`src/verilog/tbsync_defs.svh`:
```
// constants of the burst transmitter bit sync input stage
// Overview of operation
// - three capture modes: master, slave, test
// - clock source bit picks master or slave
// - test mode feeds selectable pseudo-random sequence
// - generated clock falling, external clock rising samples
// - bit clock stops while enable low
// - auxiliary clock always runs
// - slave bit recaptured on next falling edge
// - armed, first external rising edge triggers
// - arm on enable rise or software pulse
// - trigger restarts bit clock high, symbol start
// - restart two cycles after synchronised edge
`ifndef TBSYNC_DEFS_SVH
`define TBSYNC_DEFS_SVH

`define TBSYNC_IDX_CLKSRC  8'h2c
`define TBSYNC_IDX_TESTSEL 8'h2d
`define TBSYNC_IDX_ARM     8'h2e
`define TBSYNC_IDX_STATUS  8'h2f
`define TBSYNC_CLKSRC_BIT  7
`define TBSYNC_ARM_BIT     0
`define TBSYNC_DIV_W       8
`define TBSYNC_BCLK_HALF   8'h04
`define TBSYNC_ACLK_HALF   8'h04
`define TBSYNC_BPS         4'h2
`define TBSYNC_PN_SEED     23'h7fffff
`define TBSYNC_FIFO_W      1
`define TBSYNC_FIFO_D      4

`endif

```
`src/verilog/tbsync_pkg.sv`:
```
// types of the bit sync input stage
`include "tbsync_defs.svh"
package tbsync_pkg;

  typedef enum logic [2:0]
  {
    MODE_MASTER = 3'h1,
    MODE_SLAVE  = 3'h2,
    MODE_TEST   = 3'h4
  } tbsync_mode_type;

  typedef enum logic [2:0]
  {
    ARM_IDLE  = 3'h1,
    ARM_ARMED = 3'h2,
    ARM_FIRE  = 3'h4
  } tbsync_arm_type;

  typedef struct packed
  {
    logic [`TBSYNC_DIV_W-1:0] div;
    logic                     bclk;
    logic [`TBSYNC_DIV_W-1:0] adiv;
    logic                     aclk;
    logic [3:0]               symcnt;
    logic                     sympls;
    tbsync_arm_type           arm;
    logic                     cken_d;
    logic                     ext_d;
    logic                     arm_prev;
    logic                     slave_bit;
    logic [22:0]              pn;
    logic                     push;
    logic                     push_data;
    logic                     clk_src;
    logic [1:0]               test_sel;
    logic                     arm_bit;
    logic                     ovf;
    logic [31:0]              prdata;
    logic                     pready;
    logic                     pslverr;
  } tbsync_top_st_type;

endpackage

```
`src/verilog/tbsync_strm_if.sv`:
```
// captured bit stream between the sync logic and its fifo
`timescale 1ns/100ps
interface tbsync_strm_if #(parameter int W = 1);
  logic         in_valid;
  logic         in_ready;
  logic [W-1:0] in_data;
  logic         out_valid;
  logic         out_ready;
  logic [W-1:0] out_data;

  modport producer (output in_valid, in_data, out_ready, input in_ready, out_valid, out_data);
  modport fifo     (input in_valid, in_data, out_ready, output in_ready, out_valid, out_data);
endinterface

```
`src/verilog/tbsync_fifo.sv`:
```
// shift-register fifo with registered head
`timescale 1ns/100ps
module tbsync_fifo #(parameter int W = 1, parameter int D = 4)
(
  input  wire logic   clk,   // system clock
  input  wire logic   nrst,  // async reset, active low
  tbsync_strm_if.fifo bus    // stream in and out
);
  typedef struct packed
  {
    logic [D-1:0][W-1:0] mem;
    logic [D-1:0]        vld;
  } tbsync_fifo_st_type;

  tbsync_fifo_st_type st_r;
  tbsync_fifo_st_type st_nxt;
  logic               put;

  // pop shifts toward the head, push fills first free slot
  always_comb
  begin
    st_nxt = st_r;
    put    = bus.in_valid && bus.in_ready;
    if (st_r.vld[0] && bus.out_ready)
    begin
      st_nxt.mem = {{W{1'b0}}, st_r.mem[D-1:1]};
      st_nxt.vld = {1'b0, st_r.vld[D-1:1]};
    end
    for (int i = 0; i < D; i++)
    begin
      if (put && !st_nxt.vld[i])
      begin
        st_nxt.mem[i] = bus.in_data;
        st_nxt.vld[i] = 1'b1;
        put           = 1'b0;
      end
    end
  end

  always_ff @(posedge clk or negedge nrst)
  begin
    if (!nrst)
      st_r <= '0;
    else
      st_r <= st_nxt;
  end

  // full refuses even on a simultaneous pop: simpler, one bit slower
  assign bus.in_ready  = !st_r.vld[D-1];
  assign bus.out_valid = st_r.vld[0];
  assign bus.out_data  = st_r.mem[0];
endmodule

```
`src/verilog/tbsync_sync3.sv`:
```
// three-stage synchroniser with agreement filter
`timescale 1ns/100ps
module tbsync_sync3 #(parameter int W = 1)
(
  input  wire logic         clk,    // system clock
  input  wire logic         nrst,   // async reset, active low
  input  wire logic [W-1:0] din,    // asynchronous input
  output logic      [W-1:0] dout    // filtered level
);
  typedef struct packed
  {
    logic [W-1:0] ff1;
    logic [W-1:0] ff2;
    logic [W-1:0] ff3;
    logic [W-1:0] lvl;
  } tbsync_s3_st_type;

  tbsync_s3_st_type st_r;
  tbsync_s3_st_type st_nxt;

  // ff1 only feeds ff2; level moves once ff2 and ff3 agree
  always_comb
  begin
    st_nxt     = st_r;
    st_nxt.ff1 = din;
    st_nxt.ff2 = st_r.ff1;
    st_nxt.ff3 = st_r.ff2;
    for (int i = 0; i < W; i++)
    begin
      if (st_r.ff2[i] == st_r.ff3[i])
        st_nxt.lvl[i] = st_r.ff3[i];
    end
  end

  always_ff @(posedge clk or negedge nrst)
  begin
    if (!nrst)
      st_r <= '0;
    else
      st_r <= st_nxt;
  end

  assign dout = st_r.lvl;
endmodule

```
`src/verilog/tbsync_top.sv`:
```
// bit sync input stage: capture modes, arm and trigger, apb registers
`timescale 1ns/100ps
`include "tbsync_defs.svh"
module tbsync_top
(
  input  wire logic        clk,                     // 100 MHz master clock
  input  wire logic        nrst,                    // async reset, active low
  input  wire logic        psel,                    // apb select
  input  wire logic        penable,                 // apb access phase
  input  wire logic        pwrite,                  // apb direction
  input  wire logic [7:0]  paddr,                   // apb byte address
  input  wire logic [31:0] pwdata,                  // apb write data
  output logic      [31:0] prdata,                  // apb read data
  output logic             pready,                  // apb ready
  output logic             pslverr,                 // apb error, unmapped
  input  wire logic        external_bit_timing_in,  // external bit timing clock pin
  input  wire logic        serial_tx_data_in,       // serial transmit data pin
  input  wire logic        clock_enable_in,         // clock enable pin
  output logic             generated_bit_clock_out, // generated bit clock
  output logic             aux_free_running_clock,  // free running auxiliary clock
  output logic             symbol_pulse_out,        // high during first bit of symbol
  output logic             tx_bit_data,             // captured bit to encoder
  output logic             tx_bit_valid,            // captured bit present
  input  wire logic        tx_bit_ready             // encoder takes bit
);
  localparam logic [7:0] A_CLKSRC  = 8'(`TBSYNC_IDX_CLKSRC * 4);
  localparam logic [7:0] A_TESTSEL = 8'(`TBSYNC_IDX_TESTSEL * 4);
  localparam logic [7:0] A_ARM     = 8'(`TBSYNC_IDX_ARM * 4);
  localparam logic [7:0] A_STATUS  = 8'(`TBSYNC_IDX_STATUS * 4);
  localparam logic [`TBSYNC_DIV_W-1:0] BCLK_LAST = `TBSYNC_BCLK_HALF - 8'h01;
  localparam logic [`TBSYNC_DIV_W-1:0] ACLK_LAST = `TBSYNC_ACLK_HALF - 8'h01;
  localparam logic [3:0] SYM_LAST = `TBSYNC_BPS - 4'h1;

  tbsync_pkg::tbsync_top_st_type st_r;
  tbsync_pkg::tbsync_top_st_type st_nxt;
  tbsync_pkg::tbsync_mode_type   mode;
  logic [2:0]                    pin_s;
  logic                          ext_s;
  logic                          data_s;
  logic                          cken_s;
  logic                          ext_rise;
  logic                          cken_rise;
  logic                          sw_arm;
  logic                          fall;
  logic                          pn_fb;
  logic                          acc;
  logic                          cap_bit;

  tbsync_strm_if #(.W(`TBSYNC_FIFO_W)) bus ();

  // all three pins come from outside the clock domain
  tbsync_sync3 #(.W(3)) u_sync
  (
    .clk  (clk),
    .nrst (nrst),
    .din  ({clock_enable_in, serial_tx_data_in, external_bit_timing_in}),
    .dout (pin_s)
  );

  tbsync_fifo #(.W(`TBSYNC_FIFO_W), .D(`TBSYNC_FIFO_D)) u_fifo
  (
    .clk  (clk),
    .nrst (nrst),
    .bus  (bus)
  );

  assign ext_s     = pin_s[0];
  assign data_s    = pin_s[1];
  assign cken_s    = pin_s[2];
  assign ext_rise  = ext_s && !st_r.ext_d;
  assign cken_rise = cken_s && !st_r.cken_d;
  assign sw_arm    = st_r.arm_prev && !st_r.arm_bit; // high then low again
  assign acc       = psel && penable;

  // test select wins over clock source; test always uses own clock
  always_comb
  begin
    if (st_r.test_sel[0])
      mode = tbsync_pkg::MODE_TEST;
    else if (st_r.clk_src)
      mode = tbsync_pkg::MODE_SLAVE;
    else
      mode = tbsync_pkg::MODE_MASTER;
  end

  // 23,18 sequence when upper select bit set, else 10,3
  assign pn_fb = st_r.test_sel[1] ? (st_r.pn[22] ^ st_r.pn[17])
                                  : (st_r.pn[9] ^ st_r.pn[2]);

  always_comb
  begin
    st_nxt         = st_r;
    fall           = 1'b0;
    cap_bit        = 1'b0;
    st_nxt.push    = 1'b0;
    st_nxt.pready  = 1'b0;
    st_nxt.pslverr = 1'b0;
    st_nxt.prdata  = '0;

    // apb: answer one cycle into access phase, write at ready edge
    if (acc && !st_r.pready)
    begin
      st_nxt.pready = 1'b1;
      case (paddr)
        A_CLKSRC:  st_nxt.prdata[`TBSYNC_CLKSRC_BIT] = st_r.clk_src;
        A_TESTSEL: st_nxt.prdata[1:0] = st_r.test_sel;
        A_ARM:     st_nxt.prdata[`TBSYNC_ARM_BIT] = st_r.arm_bit;
        A_STATUS:  st_nxt.prdata[5:0] = {mode, st_r.bclk, st_r.ovf,
                                         st_r.arm == tbsync_pkg::ARM_ARMED};
        default:   st_nxt.pslverr = 1'b1;
      endcase
    end
    if (acc && st_r.pready && pwrite && !st_r.pslverr)
    begin
      case (paddr)
        A_CLKSRC:  st_nxt.clk_src = pwdata[`TBSYNC_CLKSRC_BIT];
        A_TESTSEL: st_nxt.test_sel = pwdata[1:0];
        A_ARM:     st_nxt.arm_bit = pwdata[`TBSYNC_ARM_BIT];
        A_STATUS:  st_nxt.ovf = st_r.ovf && !pwdata[1];
        default:   st_nxt.ovf = st_r.ovf;
      endcase
    end

    // auxiliary clock ignores enable and sync, runs between bursts
    if (st_r.adiv == ACLK_LAST)
    begin
      st_nxt.adiv = '0;
      st_nxt.aclk = !st_r.aclk;
    end
    else
      st_nxt.adiv = st_r.adiv + 8'h01;

    // bit clock: restart on trigger, stop while disabled, stall on full fifo
    if (st_r.arm == tbsync_pkg::ARM_FIRE)
    begin
      st_nxt.div    = '0;
      st_nxt.bclk   = 1'b1;
      st_nxt.symcnt = '0;
      st_nxt.sympls = 1'b1;
    end
    else if (cken_s)
    begin
      if (st_r.div != BCLK_LAST)
        st_nxt.div = st_r.div + 8'h01;
      else if (!(st_r.bclk && !bus.in_ready))
      begin
        st_nxt.div  = '0;
        st_nxt.bclk = !st_r.bclk;
        fall        = st_r.bclk;
      end
    end

    // capture on falling edge of the generated clock
    if (fall)
    begin
      st_nxt.symcnt = (st_r.symcnt == SYM_LAST) ? 4'h0 : st_r.symcnt + 4'h1;
      st_nxt.sympls = (st_r.symcnt == SYM_LAST);
      case (mode)
        tbsync_pkg::MODE_TEST:
        begin
          cap_bit   = pn_fb;
          st_nxt.pn = {st_r.pn[21:0], pn_fb};
        end
        tbsync_pkg::MODE_SLAVE:  cap_bit = st_r.slave_bit;
        tbsync_pkg::MODE_MASTER: cap_bit = data_s;
        default:                 cap_bit = data_s;
      endcase
      st_nxt.push      = 1'b1;
      st_nxt.push_data = cap_bit;
    end

    // slave data first caught on rising external edge
    if (ext_rise)
      st_nxt.slave_bit = data_s;

    // lost bit flag; set wins over the software clear
    if (st_r.push && !bus.in_ready)
      st_nxt.ovf = 1'b1;

    // arm and trigger
    st_nxt.cken_d   = cken_s;
    st_nxt.ext_d    = ext_s;
    st_nxt.arm_prev = st_r.arm_bit;
    case (st_r.arm)
      tbsync_pkg::ARM_IDLE:
      begin
        if (cken_rise || sw_arm)
          st_nxt.arm = tbsync_pkg::ARM_ARMED;
      end
      tbsync_pkg::ARM_ARMED:
      begin
        if (ext_rise)
          st_nxt.arm = tbsync_pkg::ARM_FIRE;
      end
      tbsync_pkg::ARM_FIRE:
      begin
        // arm cleared by trigger unless re-armed right now
        st_nxt.arm = (cken_rise || sw_arm) ? tbsync_pkg::ARM_ARMED
                                           : tbsync_pkg::ARM_IDLE;
      end
      default: st_nxt.arm = tbsync_pkg::ARM_IDLE;
    endcase
  end

  always_ff @(posedge clk or negedge nrst)
  begin
    if (!nrst)
    begin
      st_r     <= '0;
      st_r.arm <= tbsync_pkg::ARM_IDLE;
      st_r.pn  <= `TBSYNC_PN_SEED;
    end
    else
      st_r <= st_nxt;
  end

  // stream into the fifo; the encoder drains it
  assign bus.in_valid  = st_r.push;
  assign bus.in_data   = st_r.push_data;
  assign bus.out_ready = tx_bit_ready;

  // outputs, all straight from flops
  assign prdata                  = st_r.prdata;
  assign pready                  = st_r.pready;
  assign pslverr                 = st_r.pslverr;
  assign generated_bit_clock_out = st_r.bclk;
  assign aux_free_running_clock  = st_r.aclk;
  assign symbol_pulse_out        = st_r.sympls;
  assign tx_bit_data             = bus.out_data;
  assign tx_bit_valid            = bus.out_valid;

  // checks
  localparam int AUX_LIM = `TBSYNC_ACLK_HALF;
endmodule
```
`config.mk`:
```
export PLATFORM = sky130hd
export DESIGN_NAME = tbsync_top
export DESIGN_NICKNAME = d
export VERILOG_FILES = /design/src/verilog/tbsync_pkg.sv /design/src/verilog/tbsync_strm_if.sv /design/src/verilog/tbsync_fifo.sv /design/src/verilog/tbsync_sync3.sv /design/src/verilog/tbsync_top.sv
export VERILOG_INCLUDE_DIRS = /design/src /design/src/verilog
export SDC_FILE = /design/constraint.sdc
export NUM_CORES = 1
export LEC_CHECK = 0
export CELL_PAD_IN_SITES_DETAIL_PLACEMENT = 0
export CELL_PAD_IN_SITES_GLOBAL_PLACEMENT = 1
export CORE_ASPECT_RATIO = 0.5
export CORE_UTILIZATION = 54
export DETAILED_ROUTE_END_ITERATION = 6
export DONT_BUFFER_PORTS = 1
export MAX_ROUTING_LAYER = met4
export PLACE_DENSITY_LB_ADDON = 0.1
export SYNTH_ARGS = -nofsm -noshare
export SYNTH_HDL_FRONTEND = slang
export SYNTH_SLANG_ARGS = --single-unit
```
`constraint.sdc`:
```
create_clock -name clk -period 5.85 [get_ports clk]
set_input_delay 0.585 -clock clk [delete_from_list [all_inputs] [get_ports clk]]
set_output_delay 0.585 -clock clk [all_outputs]
set_load 0.02 [all_outputs]
```
==> results_dict.tcl, run 1 <==
set metrics [dict create \
    status "complete, no violations" \
    track_usage 0.193 \
    yosys-top-cells-count "dfrtp_1, buf_4, dfstp_2, nand2_1, mux2_4" \
    switching_share 0.279 \
    drt_iter0_drc 105 \
    synth_edf_count 0 \
    ys_types 51 \
    worstSetupPathType "flop to flop" \
    clkTransAtPathRegs_ns 0.06 \
    cts_tree "yes" \
    critPathMaxFanout 23 \
    grt_max_degree 66 \
    layout_setup_ws_ns 3.24 \
    cts_resized 0 \
    cp_num_buf_inv 0 \
    required_ns 6.11 \
    netlist.area_leader.share 0.400 \
    nets 379 \
    io_buffers 0 \
    hold_slack_ns 0.0964 \
    worstMarginPinSlew_ns 0.871 \
    finalMaxSlewViolations 0 \
    p_per_area_nw_per_um2 339 \
    crit_path_end_kind "flop" \
    pin_count 88 \
    r2r_start "st_r[86]" \
    async_reset_ff_frac 1.00 \
    stdcell_count 423 \
    clock.fmax_mhz 383 \
    max_stage_delay_ns 0.53 \
    hold_viol_final 0 \
    ir_drop_uv 178 \
    synth_area_um2 4070 \
    fin_crit_sh 0.446 \
    switching_power_uw 403 \
    initial_core_util 0.584 \
    dr.pass1.iters 4 \
    critPathLaunch "st_r[86]" \
    cts_root_buf "clkbuf_16" \
    cts_setup_buffers 0 \
    synthCells 333 \
    grt-ovfl-total 0 \
    share_seq_of_total_power 0.526 \
    dp_cells 406 \
    antenna_found_initial 0 \
    clk_path_buf_depth 2 \
    fin_tns_setup_ns 0 \
    crit_chain "ha_1, or4b_4, nor3_4, nand3_4, mux2_4" \
    via_count 2308 \
    wl_mm 6.48 \
    place_hpwl_mm 4.23 \
    ys_top_cells_by_area "dfrtp_1, dfstp_2, mux2_4, buf_4, mux2i_1" \
    p_comb_frac 0.125 \
    synth_seq_area_share 0.555 \
    cts_buffers 9 \
    p_clk_frac 0.349 \
    max-slew-margin-rel 0.414 \
    routabilityCongestion 0.760 \
    cp.arrival_ns 2.87 \
    fin_crit_ns 2.61 \
    rows 21 \
    grt_pass1_vias 2263 \
    drive_above_1_share 0.230 \
    cts_num_sinks 89 \
    rsz0062_at_grt "no" \
    synth.most_common_cell "dfrtp_1" \
    yosysWarnings 0 \
    finClkSkew_ns 0.00590 \
    dieArea_um2 7900 \
    routed_via_density 5.46 \
    synthToLayoutAreaGrowth_pct 4.77 \
    syn_avg_cell_area_um2 12.2 \
    core_um2 6960 \
    fin_util 0.612 \
    place_area_um2 3980 \
    start_kind "flop" \
    design_area_um2 4260 \
    drc 0 \
    grt_pass1_wl_mm 11.3 \
    clk_latency_ns 0.34 \
    ys_seq_elements 89 \
    cts_max_level 3 \
    power_mw 1.44 \
    antenna-diode-count 0 \
    p_leak_nw 1.97 \
    fp.dieW_um 125 \
    setup_viol 0 \
    wl_per_cell_um 15.3 \
    maxCapViolCount 0 \
    crit_family "simple AND/OR/NAND/NOR gates" \
    synth_ff_type "dfrtp_1" \
    hp-class "primary input to async pin" \
    p_int_mw 1.04 \
    synth_top_area_cell "dfrtp_1" \
    ant_nets 0 \
    dieHeight_um 63.4 \
    pre_cts_ws_ns 3.27 \
    critPathSlowestCell "or4b_4" \
]
## area by class of cell
type                            count  area, µm²
Inverter                            5       18.8
Sequential cell                    89       2260
Clock inverter                      4       21.3
Fill cell                         550       2700
Multi-Input combinational cell    220       1580
Clock buffer                       12        236
Tap cell                           92        115
Timing Repair Buffer                1       27.5
## state kept, by name, indices dropped and copies added, names as in the netlist
| name | cells |
|---|---|
| aux_free_running_clock | 1 |
| bus.in_data | 1 |
| bus.in_valid | 1 |
| generated_bit_clock_out | 1 |
| prdata | 7 |
| pready | 1 |
| pslverr | 1 |
| st_nxt | 1 |
| st_r | 54 |
| symbol_pulse_out | 1 |
| u_fifo.bus.out_data | 1 |
| u_fifo.bus.out_valid | 1 |
| u_fifo.st_r | 6 |
| u_sync.dout | 3 |
| u_sync.st_nxt | 6 |
| u_sync.st_r | 3 |
## power groups by stage
stage / Sequential [mW] / Combinational (mW) / Clock [mW]
after global routing: 0.770 / 0.208 / 0.548
after floorplan: 0.742 / 0.169 / 0
after global placement: 0.764 / 0.161 / 0
after detailed placement: 0.769 / 0.171 / 0
final: 0.760 / 0.180 / 0.505
after CTS: 0.759 / 0.182 / 0.519
## worst paths after layout
check                              endpoint  slack [ns]  depth (start not counted)
min                                st_r[68]         0.1                          0
min reg2reg                u_sync.st_nxt[4]        0.34                          0
max reg2reg                        st_r[47]        3.24                          5
max                                st_r[47]        3.24                          5
min in group clk           u_sync.st_nxt[8]        0.27                          0
max in group asynchronous         prdata[7]        5.46                          1
## metal layers
layer  vias to the layer above  part of all wire  global-route usage
li1                       1088                 -                   -
met1                      1137              0.49               0.251
met2                        74              0.44               0.282
met3                         9             0.051              0.0535
met4                         0             0.016              0.0904
met5                         -                 0                   -
## placed cells by master, fill, tap and decap left out, types with 8 or more instances in the layout
cell type | Yosys | layout
a21oi_1 | 9 | 9
clkbuf_16 | 0 | 9
conb_1 | 1 | 25
dfrtp_1 | 65 | 65
dfstp_2 | 24 | 24
mux2_2 | 8 | 8
mux2_4 | 20 | 20
mux2i_1 | 10 | 10
nand2_1 | 22 | 22
nand3_1 | 8 | 8
nor2_1 | 18 | 18
o21ai_0 | 11 | 11
xnor2_1 | 9 | 9
## worst register-to-register path: stages (launching register included)
cell     delay, ns
dfrtp_1       0.40
ha_1          0.27
or4b_4        0.53
nor3_4        0.45
nand3_4       0.43
mux2_4        0.45
## cells by family (layout without fill, tap and decap cells)
group / count (synthesis) / after routing / synth area share
DFF: 89 / 89 / 0.555
muxes: 38 / 38 / 0.121
and+or+nand+nor: 97 / 97 / 0.134
adders and majority gates: 7 / 7 / 0.0197
AOI/OAI and AO/OA: 39 / 39 / 0.0615
buffers and inverters: 48 / 22 / 0.0775
xor gates and xnor gates: 14 / 14 / 0.0302
other: 1 / 25 / 0.000922
## timing repair
action	4_1_cts	5_1_grt
setup endpoints to repair	0	0
hold buffers	1	0
endpoints found under the hold margin	65	0
No activity file was read; power rests on OpenSTA's default activity.
==> run 2: changes to the inputs <==
Settings changed: CORE_UTILIZATION 54 to 45.
Clock period 5.85 ns to 2.32 ns, I/O delays scaled along.
==> results_dict.tcl, run 2 (same netlist as run 1, synthesis figures left out) <==
set metrics [dict create \
    fin_crit_sh 0.941 \
    fp.dieW_um 136 \
    start_kind "flop" \
    routabilityCongestion 0.788 \
    io_buffers 0 \
    drc 0 \
    ant_nets 0 \
    wl_per_cell_um 14.0 \
    cts_max_level 3 \
    r2r-end "st_r[43]" \
    holdPathEnd "st_nxt[65]" \
    finClkSkew_ns 0.00682 \
    cp_num_buf_inv 1 \
    setup_viol 0 \
    crit_family "simple AND/OR/NAND/NOR gates" \
    hold_depth 1 \
    critPathSlowestCell "or4b_4" \
    cts_buffers 9 \
    crit_chain "ha_1, or4b_4, nor3_4, nand3_4, buf_12, mux2_4" \
    fin_tns_setup_ns 0 \
    clkTransAtPathRegs_ns 0.06 \
    ir_drop_uv 417 \
    required_ns 2.58 \
    hp-class "primary input to flop" \
    largest_register_ffs 54 \
    max_stage_delay_ns 0.53 \
    rows 24 \
    grt_max_degree 90 \
    nets 389 \
    top_register "st_r" \
    p_leak_nw 2.04 \
    clock.fmax_mhz 458 \
    grt-ovfl-total 0 \
    maxCapViolCount 0 \
    synthToLayoutAreaGrowth_pct 9.35 \
    core_um2 8740 \
    antenna_found_initial 0 \
    status "complete, no violations" \
    dieHeight_um 69.2 \
    critPathMaxFanout 23 \
    worstMarginPinSlew_ns 0.559 \
    r2r_start "st_r[86]" \
    finalMaxSlewViolations 0 \
    antenna-diode-count 0 \
    wl_mm 6.40 \
    crit_path_end_kind "flop" \
    grt_pass1_vias 2304 \
    cts_setup_buffers 0 \
    clk_latency_ns 0.34 \
    most-common-layout-cells "dfrtp_1, conb_1, dfstp_2" \
    pin_count 88 \
    fill_cells 766 \
    dr.pass1.iters 4 \
    cts_tree "yes" \
    via_count 2298 \
    rsz0062_at_grt "no" \
    r2r_setup_slack_ns 0.14 \
    cts_root_buf "clkbuf_16" \
    clk_path_buf_depth 2 \
    cts_num_sinks 89 \
    p_per_area_nw_per_um2 876 \
    min_from "pwdata[0]" \
    drive_above_1_share 0.238 \
    dieArea_um2 9440 \
    hold_slack_ns 0.0439 \
    track_usage 0.160 \
    hold_viol_final 0 \
    place_hpwl_mm 4.26 \
    cts_resized 0 \
    fin_crit_ns 2.18 \
    rr_worst_depth 6 \
    initial_core_util 0.465 \
    routed_via_density 5.02 \
    grt_pass1_wl_mm 11.1 \
    max-slew-margin-rel 0.627 \
    worstSetupPathType "flop to flop" \
    cp.arrival_ns 2.45 \
    drt_iter0_drc 121 \
    final_common_cell "dfrtp_1" \
]
## run 2: cell count changes in the layout (fill, tap and decap cells not counted), moves of 2 or more
cell           previous run  this run
buf_4                     0         4
clkinv_2                  3         0
dlygate4sd3_1             0         5
bufinv_16                 0         2
## run 2: worst register-to-register path, stage by stage, from the launching register on
cell and delay [ns]:
dfrtp_1 0.41, ha_1 0.27, or4b_4 0.53, nor3_4 0.28, nand3_4 0.11, buf_12 0.20, mux2_4 0.32
## run 2: metal layers
layer,wire length [µm],up-vias,global-route usage
li1,-,1112,-
met1,3300,1119,0.213
met2,2760,59,0.222
met3,260,8,0.0512
met4,80,0,0.0704
met5,0,-,-
## run 2: repair_timing
action / 4_1_cts / 5_1_grt
hold endpoints to repair: 94 / 0
endpoints found under the setup margin: 0 / 0
hold buffers: 6 / 0
## run 2: worst max-delay path by stage
stage,from,depth (start not counted),slack [ns],endpoint
floorplan,st_r[86],6,0.16,st_r[41]
global placement,st_r[86],6,0.16,st_r[53]
detailed placement,st_r[86],6,0.15,st_r[43]
CTS,st_r[86],6,0.13,st_r[43]
global route,st_r[86],6,0.04,st_r[52]
finish,st_r[86],6,0.14,st_r[43]
## run 2: layout make-up
class,count,area [µm²],share of cell area
Clock buffer,11,233,0.0523
Clock inverter,5,80.1,0.0180
Inverter,5,18.8,0.00422
Multi-Input combinational cell,220,1580,0.356
Sequential cell,89,2260,0.508
Tap cell,117,146,0.0329
Timing Repair Buffer,11,128,0.0287
## run 2: metrics by stage
stage | utilization | worst slack [ns] | total power [mW] | cell area [µm²] | instances
2_1_floorplan | - | 0.159 | 2.30 | 4160 | 357
3_3_place_gp | 0.464 | 0.162 | 2.35 | 4060 | 436
3_5_place_dp | 0.464 | 0.154 | 2.37 | 4060 | 436
4_1_cts | 0.509 | 0.129 | 3.95 | 4450 | 458
5_1_grt | 0.509 | 0.0409 | 4.11 | 4450 | 458
6_report | 0.509 | 0.136 | 3.89 | 4450 | 458
## run 2: report_power, final
part | total (mW) | switching [mW] | internal, mW
logic | 0.470 | 0.265 | 0.206
clock network | 1.52 | 0.574 | 0.942
registers | 1.91 | 0.198 | 1.71
total | 3.89 | 1.04 | 2.86
==> run 3: changes to the inputs <==
Settings changed: CORE_UTILIZATION 45 to 25, GPL_TIMING_DRIVEN from default to 0.
==> results_dict.tcl, run 3 (same netlist as run 1, synthesis figures left out) <==
set metrics [dict create \
    most-common-layout-cells "dfrtp_1, buf_4, conb_1" \
    worstMarginPinSlew_ns 0.907 \
    pin_count 88 \
    nets 427 \
    core_um2 15700 \
    clkTransAtPathRegs_ns 0.06 \
    initial_core_util 0.260 \
    cts_root_buf "clkbuf_16" \
    maxCapViolCount 0 \
    routed_via_density 4.06 \
    wl_met3_um 389 \
    required_ns 2.58 \
    synthToLayoutAreaGrowth_pct 18.4 \
    cts_tree "yes" \
    fin_crit_ns 2.15 \
    top_layer "met4" \
    top_register "st_r" \
    antenna_found_initial 0 \
    wl_met1_mm 3.62 \
    cp.arrival_ns 2.41 \
    cts_max_level 3 \
    seq_area_um2 2260 \
    switching_power_mw 1.08 \
    ant_nets 0 \
    antenna-diode-count 0 \
    place_hpwl_mm 4.96 \
    p_comb_frac 0.139 \
    status "complete, no violations" \
    dieHeight_um 92.2 \
    dieArea_um2 16800 \
    crit_path_end_kind "flop" \
    worstSetupPathType "flop to flop" \
    switching_share 0.278 \
    hold_viol_final 0 \
    drc 0 \
    final_common_cell "dfrtp_1" \
    ir_drop_uv 313 \
    fin_crit_sh 0.928 \
    clk_path_buf_depth 2 \
    setup_viol 0 \
    drt_iter0_drc 106 \
    finClkSkew_ns 0.00692 \
    hp-class "primary input to flop" \
    share_seq_of_total_power 0.486 \
    wl_per_cell_um 12.1 \
    max-slew-margin-rel 0.390 \
    cts_buffers 9 \
    critPathMaxFanout 10 \
    clk_latency_ns 0.34 \
    fp.dieW_um 182 \
    hold_slack_ns 0.0474 \
    p_int_mw 2.81 \
    wl_mm 7.26 \
    via_count 2433 \
    p_per_area_nw_per_um2 808 \
    p_clk_frac 0.375 \
    wl_met2_mm 3.16 \
    stdcell_count 600 \
    dr.pass1.iters 4 \
    p_leak_nw 2.21 \
    io_buffers 0 \
    grt_pass1_wl_mm 12.3 \
    largest_register_ffs 54 \
    cts_num_sinks 89 \
    start_kind "flop" \
    multi_input_area_um2 1580 \
    fill_cells 1596 \
    drive_above_1_share 0.298 \
    cts_resized 0 \
    grt-ovfl-total 0 \
    dp_cells 578 \
    track_usage 0.0980 \
    grt_max_degree 90 \
    rows 32 \
    clock.fmax_mhz 465 \
    routabilityCongestion 0.753 \
    rsz0062_at_grt "no" \
    finalMaxSlewViolations 0 \
    grt_pass1_vias 2489 \
]
-- run 3: cell types whose count changed in the layout (fill, tap and decap cells not counted) --
cell and change:
buf_12 -1, buf_6 +2, clkbuf_8 +1, clkinv_4 +2
clkbuf_1 +7, bufinv_16 -1, buf_4 +29, dlygate4sd3_1 -1
-- run 3: final timing paths --
| check | depth (start not counted) | from | slack [ns] | endpoint |
|---|---|---|---|---|
| worst max-delay path | 6 | st_r[86] | 0.17 | st_r[41] |
| worst min-delay path | 1 | pwdata[7] | 0.05 | st_r[38] |
| worst max register to register | 6 | st_r[86] | 0.17 | st_r[41] |
| worst min register to register | 0 | u_sync.st_nxt[6] | 0.35 | u_sync.st_nxt[3] |
| max in group asynchronous | 2 | nrst | 1.48 | st_r[51] |
| min in group asynchronous | 2 | nrst | 0.43 | st_r[81] |
-- run 3: metal layers --
metal / track usage / up-vias
li1: - / 1179
met1: 0.126 / 1183
met2: 0.143 / 64
met3: 0.0342 / 7
met4: 0.0315 / 0
met5: - / -
-- run 3: metrics by stage --
step	worst slack (ns)	setup TNS [ns]	cell area, µm²	power [mW]	util
6_report	0.168	0	4810	3.89	0.308
5_1_grt	0.0605	0	4810	4.13	0.308
4_1_cts	0.155	0	4810	3.97	0.308
3_5_place_dp	-0.112	-2.16	4430	2.42	0.283
3_3_place_gp	-0.129	-2.51	4430	2.40	0.283
2_1_floorplan	0.159	0	4160	2.30	-
-- run 3: worst max-delay path, cell delays in order, from the launching register on --
cell	delay, ns
dfrtp_1	0.41
ha_1	0.27
or4b_4	0.53
nor3_4	0.23
nand3_4	0.14
buf_6	0.20
mux2_4	0.30
-- run 3: layout make-up --
class | instances | share of cell area
clock buffers | 10 | 0.0496
flip-flops and latches | 89 | 0.469
plain buffers | 43 | 0.0616
well taps | 221 | 0.0574
inverters | 5 | 0.00390
clock inverters | 6 | 0.0140
repair buffers | 6 | 0.0156
multi-input cells | 220 | 0.329
-- run 3: what timing repair did --
item	4_1_cts	5_1_grt
hold buffers	5	0
endpoints found under the hold margin	92	0
setup buffers	1	0
endpoints found under the setup margin	20	0
-- run 3: power by group through the flow --
stage | sequential, mW | clock (mW) | combinational [mW]
floorplan | 1.87 | 0 | 0.427
global route | 1.92 | 1.59 | 0.614
finish | 1.89 | 1.46 | 0.539
detailed placement | 1.92 | 0 | 0.498
global placement | 1.92 | 0 | 0.482
CTS | 1.90 | 1.53 | 0.545
